===== src/verilog/cal_ctrl_pkg.sv =====
// constants and carrier types for the converter calibration control block
// assumes a single 250 MHz system clock and an Avalon-MM register bus
package cal_ctrl_pkg;

  // ==========================================================================
  // register indices (byte address is four times the index)
  localparam logic [7:0] IDX_RUN  = 8'h61;
  localparam logic [7:0] IDX_MODE = 8'h62;
  localparam logic [7:0] IDX_REF  = 8'h65;
  localparam logic [7:0] IDX_STAT = 8'h70;

  // ==========================================================================
  // reset values
  localparam logic [7:0] RST_RUN  = 8'h01;
  localparam logic [7:0] RST_MODE = 8'h01;
  localparam logic [7:0] RST_REF  = 8'h01;

  // ==========================================================================
  // field positions
  localparam int RUN_BIT   = 0;
  localparam int FG_BIT    = 0;
  localparam int BG_BIT    = 1;
  localparam int OS_BIT    = 2;
  localparam int BGOS_BIT  = 3;
  localparam int OFFSET_REFERENCE_SELECT_BIT = 2;
  localparam int STAT_DONE_BIT  = 0;
  localparam int STAT_FAULT_BIT = 1;
  localparam int STAT_STATE_LSB = 4;

  // configuration handed to the calibration engine
  typedef struct packed {
    logic fg;
    logic bg;
    logic fg_os;
    logic bg_os;
    logic os_ref_spare;
  } cal_cfg_t;

  // engine sequence states
  typedef enum logic [2:0] {
    S_HELD,
    S_CLEAR,
    S_FOREGROUND,
    S_BACKGROUND,
    S_DONE
  } cal_state_t;

endpackage


===== src/verilog/adc_calibration_control.sv =====
// calibration control: run bit, mode and offset reference registers,
// the engine sequence and the divider reset
// assumes all inputs synchronous to sys_clk_i; the engine reports fg_done_i
//
// What this block does
// - With the run bit high calibration runs, with it low the engine is held in reset; it resets to 1.
// - Clearing the run bit also resets the digital block and serial link clock dividers.
// - Mode bit 3 enables background offset calibration, effective only with background calibration on.
// - Mode bit 2 enables foreground offset calibration, effective only with foreground calibration on.
// - Mode bit 1 enables background calibration; it resets to 0.
// - Mode bit 0 (default 1) clears stored values then runs the foreground pass; at 0 it clears and skips.
// - Reference bit 2 at 0 makes offset calibration use mid-code, aiming at zero offset.
// - Reference bit 2 at 1 makes offset calibration match the spare converter's samples.
//
// Added by the designer: the Avalon-MM register port.
`timescale 1ns/100ps
`default_nettype none

module adc_calibration_control #(
  parameter int ADDR_W = 10
) (
  // clock and reset
  input  wire logic                   sys_clk_i,
  input  wire logic                   rst_b_i,
  // avalon-mm slave
  input  wire logic [ADDR_W-1:0]      avs_address_i,
  input  wire logic                   avs_read_i,
  input  wire logic                   avs_write_i,
  input  wire logic [31:0]            avs_writedata_i,
  input  wire logic [3:0]             avs_byteenable_i,
  output logic      [31:0]            avs_readdata_o,
  output logic                        avs_waitrequest_o,
  // device side
  input  wire logic                   serial_link_enable_i,
  input  wire logic                   fg_done_i,
  output cal_ctrl_pkg::cal_cfg_t      cal_cfg_o,
  output logic                        engine_rst_o,
  output logic                        divider_rst_o,
  output logic                        clear_values_o,
  output logic                        fg_run_o,
  output logic                        bg_run_o,
  output logic                        cal_done_o
);
  import cal_ctrl_pkg::*;

  // ==========================================================================
  // bus slave
  logic             ack_q;
  logic             req;
  logic             aligned;
  logic [7:0]       idx;
  logic             wr_en;
  logic             wr_run;
  logic             wr_mode;
  logic             wr_ref;
  logic             wr_stat;
  logic [31:0]      rd_mux;
  logic [31:0]      rdata_q;

  // every access takes two edges: the first latches read data or commits the write, the second ends it
  assign req               = avs_read_i | avs_write_i;
  assign avs_waitrequest_o = req & ~ack_q;
  assign aligned           = (avs_address_i[1:0] == 2'b00);
  assign idx               = avs_address_i[9:2];
  assign wr_en   = avs_write_i & ~ack_q & aligned & avs_byteenable_i[0];
  assign wr_run  = wr_en & (idx == IDX_RUN);
  assign wr_mode = wr_en & (idx == IDX_MODE);
  assign wr_ref  = wr_en & (idx == IDX_REF);
  assign wr_stat = wr_en & (idx == IDX_STAT);

  // ==========================================================================
  // registers
  logic [7:0]       run_q;
  logic [7:0]       mode_q;
  logic [7:0]       ref_q;
  logic             fault_q;
  logic             done_q;
  cal_state_t       state_q;
  cal_state_t       state_d;
  cal_cfg_t         cfg_q;
  cal_cfg_t         cfg_d;
  logic             run_fall;
  logic [7:0]       stat_byte;

  // reserved bits are stored as written; the engine only looks at the fields
  always_ff @(posedge sys_clk_i or negedge rst_b_i) begin
    if (!rst_b_i) begin
      run_q  <= RST_RUN;
      mode_q <= RST_MODE;
      ref_q  <= RST_REF;
    end else begin
      if (wr_run) begin
        run_q  <= avs_writedata_i[7:0];
      end
      if (wr_mode) begin
        mode_q <= avs_writedata_i[7:0];
      end
      if (wr_ref) begin
        ref_q  <= avs_writedata_i[7:0];
      end
    end
  end

  // ==========================================================================
  // link order watch: run bit cleared while the link was still enabled
  assign run_fall = wr_run & run_q[RUN_BIT] & ~avs_writedata_i[RUN_BIT];

  // a new fault in the clearing cycle wins over the write-one clear
  always_ff @(posedge sys_clk_i or negedge rst_b_i) begin
    if (!rst_b_i) begin
      fault_q <= 1'b0;
    end else if (run_fall & serial_link_enable_i) begin
      fault_q <= 1'b1;
    end else if (wr_stat & avs_writedata_i[STAT_FAULT_BIT]) begin
      fault_q <= 1'b0;
    end
  end

  // ==========================================================================
  // read path
  assign stat_byte = {1'b0, state_q, 2'b00, fault_q, done_q};

  always_comb begin
    rd_mux = 32'h0000_0000;
    if (aligned) begin
      case (idx)
        IDX_RUN:  rd_mux = {24'h00_0000, run_q};
        IDX_MODE: rd_mux = {24'h00_0000, mode_q};
        IDX_REF:  rd_mux = {24'h00_0000, ref_q};
        IDX_STAT: rd_mux = {24'h00_0000, stat_byte};
        default:  rd_mux = 32'h0000_0000;
      endcase
    end
  end

  // unmapped reads return zero, unmapped writes are dropped
  always_ff @(posedge sys_clk_i or negedge rst_b_i) begin
    if (!rst_b_i) begin
      ack_q   <= 1'b0;
      rdata_q <= 32'h0000_0000;
    end else begin
      ack_q <= req & ~ack_q;
      if (avs_read_i & ~ack_q) begin
        rdata_q <= rd_mux;
      end
    end
  end

  assign avs_readdata_o = rdata_q;

  // ==========================================================================
  // configuration shadow
  // offset modes are gated by their parent pass so a stray bit cannot start
  // an offset loop with no calibration pass underneath it
  always_comb begin
    cfg_d.fg           = mode_q[FG_BIT];
    cfg_d.bg           = mode_q[BG_BIT];
    cfg_d.fg_os        = mode_q[OS_BIT] & mode_q[FG_BIT];
    cfg_d.bg_os        = mode_q[BGOS_BIT] & mode_q[BG_BIT];
    cfg_d.os_ref_spare = ref_q[OFFSET_REFERENCE_SELECT_BIT];
  end

  // the shadow only follows the registers while the engine is held, so a
  // write during a run cannot disturb the sequence in flight
  always_ff @(posedge sys_clk_i or negedge rst_b_i) begin
    if (!rst_b_i) begin
      cfg_q <= '0;
    end else if (state_q == S_HELD) begin
      cfg_q <= cfg_d;
    end
  end

  assign cal_cfg_o = cfg_q;

  // ==========================================================================
  // sequence
  always_comb begin
    state_d = state_q;
    if (!run_q[RUN_BIT]) begin
      state_d = S_HELD;
    end else begin
      case (state_q)
        S_HELD: begin
          state_d = S_CLEAR;
        end
        S_CLEAR: begin
          if (cfg_q.fg) begin
            state_d = S_FOREGROUND;
          end else if (cfg_q.bg) begin
            state_d = S_BACKGROUND;
          end else begin
            state_d = S_DONE;
          end
        end
        S_FOREGROUND: begin
          if (fg_done_i) begin
            state_d = cfg_q.bg ? S_BACKGROUND : S_DONE;
          end
        end
        S_BACKGROUND: begin
          state_d = S_BACKGROUND;
        end
        S_DONE: begin
          state_d = S_DONE;
        end
        default: begin
          state_d = S_HELD;
        end
      endcase
    end
  end

  always_ff @(posedge sys_clk_i or negedge rst_b_i) begin
    if (!rst_b_i) begin
      state_q <= S_HELD;
      done_q  <= 1'b0;
    end else begin
      state_q <= state_d;
      done_q  <= (state_d == S_DONE) | (state_d == S_BACKGROUND);
    end
  end

  // ==========================================================================
  // engine controls
  // dividers share the hold with the engine; the link must already be off
  assign engine_rst_o   = ~run_q[RUN_BIT];
  assign divider_rst_o  = ~run_q[RUN_BIT];
  assign clear_values_o = (state_q == S_CLEAR);
  assign fg_run_o       = (state_q == S_FOREGROUND);
  assign bg_run_o       = (state_q == S_BACKGROUND);
  assign cal_done_o     = done_q;

  // ==========================================================================
  // checks
  property p_hold_low;
    @(posedge sys_clk_i) disable iff (!rst_b_i)
      !run_q[RUN_BIT] |-> engine_rst_o ##1 (state_q == S_HELD);
  endproperty
  a_hold_low: assert property (p_hold_low) else $error("engine not held with run low");

  property p_div_rst;
    @(posedge sys_clk_i) disable iff (!rst_b_i)
      $fell(run_q[RUN_BIT]) |-> divider_rst_o ##1 (divider_rst_o || run_q[RUN_BIT]) && !fg_run_o && !bg_run_o;
  endproperty
  a_div_rst: assert property (p_div_rst) else $error("dividers not reset on run clear");

  property p_bgos_gate;
    @(posedge sys_clk_i) disable iff (!rst_b_i)
      (state_q == S_HELD) |=> cal_cfg_o.bg_os == ($past(mode_q[BGOS_BIT]) && $past(mode_q[BG_BIT]));
  endproperty
  a_bgos_gate: assert property (p_bgos_gate) else $error("bg offset on without bg");

  property p_fgos_gate;
    @(posedge sys_clk_i) disable iff (!rst_b_i)
      (state_q == S_HELD) |=> cal_cfg_o.fg_os == ($past(mode_q[OS_BIT]) && $past(mode_q[FG_BIT]));
  endproperty
  a_fgos_gate: assert property (p_fgos_gate) else $error("fg offset on without fg");

  property p_start_clear;
    @(posedge sys_clk_i) disable iff (!rst_b_i)
      (state_q == S_HELD) && run_q[RUN_BIT] |=> clear_values_o;
  endproperty
  a_start_clear: assert property (p_start_clear) else $error("no value clear at start");

  property p_fg_pass;
    @(posedge sys_clk_i) disable iff (!rst_b_i)
      clear_values_o && run_q[RUN_BIT] |=> (fg_run_o == cal_cfg_o.fg) && !clear_values_o;
  endproperty
  a_fg_pass: assert property (p_fg_pass) else $error("fg pass not as configured");

  property p_bg_after_fg;
    @(posedge sys_clk_i) disable iff (!rst_b_i)
      fg_run_o && fg_done_i && run_q[RUN_BIT] |=> (bg_run_o == cal_cfg_o.bg) && cal_done_o;
  endproperty
  a_bg_after_fg: assert property (p_bg_after_fg) else $error("bg pass not as configured");

  property p_ref_latch;
    @(posedge sys_clk_i) disable iff (!rst_b_i)
      (state_q == S_HELD) |=> cal_cfg_o.os_ref_spare == $past(ref_q[OFFSET_REFERENCE_SELECT_BIT]);
  endproperty
  a_ref_latch: assert property (p_ref_latch) else $error("offset reference not latched");

  property p_cfg_frozen;
    @(posedge sys_clk_i) disable iff (!rst_b_i)
      (state_q != S_HELD) |=> $stable(cal_cfg_o);
  endproperty
  a_cfg_frozen: assert property (p_cfg_frozen) else $error("settings changed during run");

  property p_fault;
    @(posedge sys_clk_i) disable iff (!rst_b_i)
      run_fall && serial_link_enable_i |=> fault_q;
  endproperty
  a_fault: assert property (p_fault) else $error("link order fault lost");

endmodule

`default_nettype wire


===== config.mk =====
export PLATFORM = sky130hd
export DESIGN_NAME = adc_calibration_control
export DESIGN_NICKNAME = d
export VERILOG_FILES = /design/src/verilog/cal_ctrl_pkg.sv /design/src/verilog/adc_calibration_control.sv
export SDC_FILE = /design/constraint.sdc
export NUM_CORES = 1
export LEC_CHECK = 0
export BUFFER_PORTS_ARGS = -buffer_cell sky130_fd_sc_hd__buf_2
export CAP_MARGIN = 30
export CORE_UTILIZATION = 35
export DETAILED_ROUTE_END_ITERATION = 7
export GPL_ROUTABILITY_DRIVEN = 0
export REMOVE_ABC_BUFFERS = 1
export SYNTH_ARGS = -nofsm -noshare
export SYNTH_HDL_FRONTEND = slang
export SYNTH_SLANG_ARGS = --single-unit

===== constraint.sdc =====
create_clock -name sys_clk_i -period 2.3 [get_ports sys_clk_i]
set_input_delay 0.115 -clock sys_clk_i [delete_from_list [all_inputs] [get_ports sys_clk_i]]
set_output_delay 0.115 -clock sys_clk_i [all_outputs]
set_load 0.02 [all_outputs]

Word level (Yosys, flattened, before mapping)
Index checks and enable logic that the tools add are counted.

Register bits after elaboration: 67. Bits of input ports: 52.

Equal/unequal tests: 10. Muxes and demuxes: 9. Bitwise logic cells: 20. Reductions and logical operators: 3.

Operators by type and width (count): 8-bit by 7-bit equality test with 1-bit output, second input constant (4); 8-bit one-hot mux with 4 select lines (1); 1-bit bitwise AND (15); 3-bit one-hot mux with 5 select lines (1); 3-bit two-way mux (4); 3-bit by 2-bit equality test with 1-bit output, second input constant (3); 8-bit two-way mux (1); 3-bit equality test, second input constant (2); 3-bit by 1-bit equality test with 1-bit output, second input constant (1); 3-bit logical NOT (1); 1-bit NOT (3); 2-bit logical NOT (1); 1-bit two-way mux (2); 1-bit OR (2); 2-bit nonzero test (1).

Logic depth before layout (Yosys ltp)
Word-level depth: 9. Gate-level depth with buffers: 6. Gate-level depth less buffers: 4.

Worst setup path after synthesis
No wires, ideal clock.

Path kind: flip-flop to flip-flop. Start: register ack_q. End: register run_q[1]. Arrival: 1.584 ns. Required time: 2.175 ns. Setup slack: 0.591 ns. Cell stages (with the launch flop): 6. Clock period less this slack: 1.709 ns. Path through: dfrtp_1 > nor4b_4 > nand4_2 > or3b_1 > buf_6 > mux2_4.

Longest elaborated chain between the ends: 5.

RTL lines: start: declaration (line adc_calibration_control.sv:48) `logic ack_q;`; start signal: assignment (line adc_calibration_control.sv:142) `ack_q <= req & ~ack_q;`; 1-bit NOT (line adc_calibration_control.sv:65) `assign wr_en = avs_write_i & ~ack_q & aligned & avs_byteenable_i[0];`; 1-bit bitwise AND (3 in series) (line adc_calibration_control.sv:65); 1-bit bitwise AND (line adc_calibration_control.sv:66) `assign wr_run = wr_en & (idx == IDX_RUN);`; end signal: assignment (line adc_calibration_control.sv:93) `run_q <= avs_writedata_i[7:0];`; end: declaration (line adc_calibration_control.sv:73) `logic [7:0] run_q;`.

Every way passes these cells. A chain may end at the register's enable or synchronous reset.

Worst setup path after layout
Start: register ack_q. End: register run_q[6].

The elaborated chain is that of the path after synthesis.

==> results.json <==
{
  "status": "finished clean",
  "path_cells": "nor4b_4, nand4_2, or3b_1, mux2_4",
  "start_util_pct": 36.3,
  "rsz0062_at_grt": "false",
  "synth_cells": 205,
  "skew_ns": 0.00738,
  "yosys-top-cells-count": "40 x dfrtp_1, 26 x buf_4, 19 x mux2_2, 13 x a22oi_1, 13 x nand2_1",
  "hold_violations": 0,
  "min_period_over_period_pct": 87.5,
  "async_reset_ff_share_pct": 100,
  "holdPathStages": 2,
  "place_area_um2": 2490,
  "drt-initial-drc-count": 84,
  "gr-total-overflow": 0,
  "p_leak_nw": 1.29,
  "dpl.hpwl_um": 3390,
  "vdd_drop_max_mv": 0.276,
  "via_per_inst": 4.95,
  "worst_setup_path_start_kind": "register",
  "cts_tree": "built",
  "arrival_ns": 2.19,
  "cap_viol_max_count": 0,
  "die_area_um2": 6950,
  "final-instance-count-excl-fill": 327,
  "final_cell_area_um2": 2600,
  "cts.sinks": 43,
  "fmax_mhz": 497,
  "drv_slew": 0,
  "drive_gt1_share_pct": 36.0,
  "r2r_slack_ns": 0.29,
  "dp.cells": 317,
  "max_stage_delay_ns": 0.65,
  "p_sw_w": 0.000352,
  "drtPass1Iterations": 4,
  "r2r_cells": 4,
  "coreArea_um2": 6390,
  "worstReg2RegEnd": "run_q[6]",
  "grt_pass1_vias": 1442,
  "crit_start": "ack_q",
  "slowest_stage": "or3b_1",
  "min_period_ns": 2.01,
  "nNetsFinal": 301,
  "finalSetupViolCount": 0,
  "io_pins": 96,
  "cts_setup_buffers": 0,
  "worst_slack_ns": 0.287,
  "pwr-share-seq_pct": 56.1,
  "required_ns": 2.48,
  "area_growth_pct": 12.4,
  "cp_top_family": "simple AND/OR/NAND/NOR gates",
  "cp-endpoint": "run_q[6]",
  "clk_pin_slew_ns": 0.08,
  "vias": 1619,
  "yosysTopAreaCellShare_pct": 43.2,
  "cts-root-buf": "clkbuf_8",
  "p_clk_share_pct": 34.2,
  "synth-edff-count": 0,
  "p_sw_share_pct": 25.8,
  "antenna_found_initial": 0,
  "tightest_slew_ns": 0.603,
  "yosys-top-cells-area": "dfrtp_1 43%, mux2_2 9.2%, buf_4 8.4%",
  "die_x_um": 83.3,
  "combPwrFrac_pct": 9.7,
  "ys_ff_latch": 43,
  "slew-limit-headroom_pct": 59.8,
  "htree_levels": 2,
  "power_w": 0.00136,
  "cts_buffer_depth": 2,
  "synth_ff_type": "dfrtp_1",
  "die_h_um": 83.3,
  "path_class": "register to register",
  "hold_class": "input pin to register",
  "grt_max_degree": 44,
  "drt_wl_total_um": 4590,
  "cp_num_cells": 4,
  "yosysMostFrequentCell": "dfrtp_1",
  "postRouteAntennaNets": 0,
  "critPathMaxFanout": 9,
  "portBuffers": 44,
  "grt_use_total_pct": 13.5,
  "diodes": 0,
  "synth.distinct_cells": 38,
  "cp-end-kind": "register",
  "r2r-start": "ack_q",
  "yosys_warnings": 0,
  "syn_area_um2": 2320,
  "drcViolationCount": 0,
  "cp_num_buf_inv": 0,
  "pre_cts_ws_ns": 0.282,
  "grt_first_pass_wirelength_um": 7400,
  "p_int_w": 0.00101,
  "clkLatencyLatePin_ns": 0.29,
  "yosys.area.top_type": "dfrtp_1",
  "synth_area_per_cell_um2": 11.3,
  "wl_per_cell_um": 14.0,
  "power_density_nw_per_um2": 523,
  "rows": 29,
  "cts_buffers": 5,
  "tns_ns": 0,
  "yosysSeqAreaShare_pct": 46.6
}
==> flip-flops by register name, summed over array words and instances (netlist names) <==
register        count
cal_cfg_o           5
avs_readdata_o      8
fault_q             1
run_q               8
mode_q              8
ack_q               1
ref_q               8
state_q             3
cal_done_o          1
==> cell families (layout without fill, tap and decap cells) <==
kind of cell / Yosys count / in the layout / synth area share, %
buf+inv: 41 / 63 / 11.9
flops: 43 / 43 / 46.6
other cells: 1 / 24 / 0.162
mux: 27 / 27 / 14.4
compound gates: 41 / 41 / 12.0
simple gates: 52 / 52 / 14.9
==> per-layer routing <==
layer	GRT usage [%]	wire, µm	vias up
met1	19.5	2290	775
li1	-	-	783
met4	4.86	53	0
met3	2.39	230	4
met2	20.3	2010	57
met5	0	0	-
==> worst min-delay path by stage <==
stage,slack (ns),from,end
after floorplan,-0.18,rst_b_i,ack_q
after global placement,0.31,rst_b_i,state_q[2]
after detailed placement,0.32,rst_b_i,state_q[2]
after CTS,0.05,avs_writedata_i[0],fault_q
after global routing,0.06,avs_writedata_i[0],fault_q
final,0.04,avs_writedata_i[0],fault_q
==> power by group through the flow <==
stage	clock network [W]	logic, W	registers (W)
6_report	0.000466	0.000132	0.000765
5_1_grt	0.000511	0.000145	0.000766
4_1_cts	0.000485	0.000128	0.000765
3_5_place_dp	0	0.000127	0.000780
3_3_place_gp	0	0.000126	0.000779
2_1_floorplan	0	0.0000663	0.000779
==> layout by cell type (no fill, tap or decap), types with 2 or more instances in the layout <==
master,netlist,final
mux2_2,19,19
conb_1,1,24
o21a_1,5,5
and3b_1,3,3
nor2_1,5,5
buf_4,26,3
nand3_1,3,3
mux2_4,8,8
nand4_1,3,3
nand2_1,13,13
inv_1,6,6
nor2b_1,4,4
o21ai_0,12,12
nor3b_1,4,4
buf_2,1,44
dfrtp_1,40,40
a22oi_1,13,13
clkbuf_8,0,5
o32a_1,3,3
nand2b_1,3,3
nand4_2,2,2
a21oi_1,4,4
nor3_1,4,4
dfstp_2,3,3
==> repair_timing <==
item,4_1_cts,5_1_grt
hold endpoints to repair,18,0
resized for setup,0,0
hold buffers,1,0
==> per-stage QoR <==
stage                     util (%)  hold slack, ns
final                         40.8          0.0441
after detailed placement      39.0           0.323
after CTS                     40.5          0.0456
after global placement        39.0           0.306
after floorplan                  -          -0.181
after global routing          40.8          0.0560
==> worst reg2reg max path: cells and delay by family, from the launching register on <==
family / cells / cell delay, ns
AND/OR/NAND/NOR: 3 / 1.10
flip-flops: 1 / 0.41
multiplexers: 1 / 0.39
==> area by class of cell <==
type,count,area (µm²)
Inverter,6,22.5
Multi-Input combinational cell,144,1050
Timing Repair Buffer,49,273
Sequential cell,43,1080
Fill cell,631,3780
Tap cell,77,96.3
Clock buffer,6,72.6
Clock inverter,2,12.5
Power figures use the tool's default switching activity.
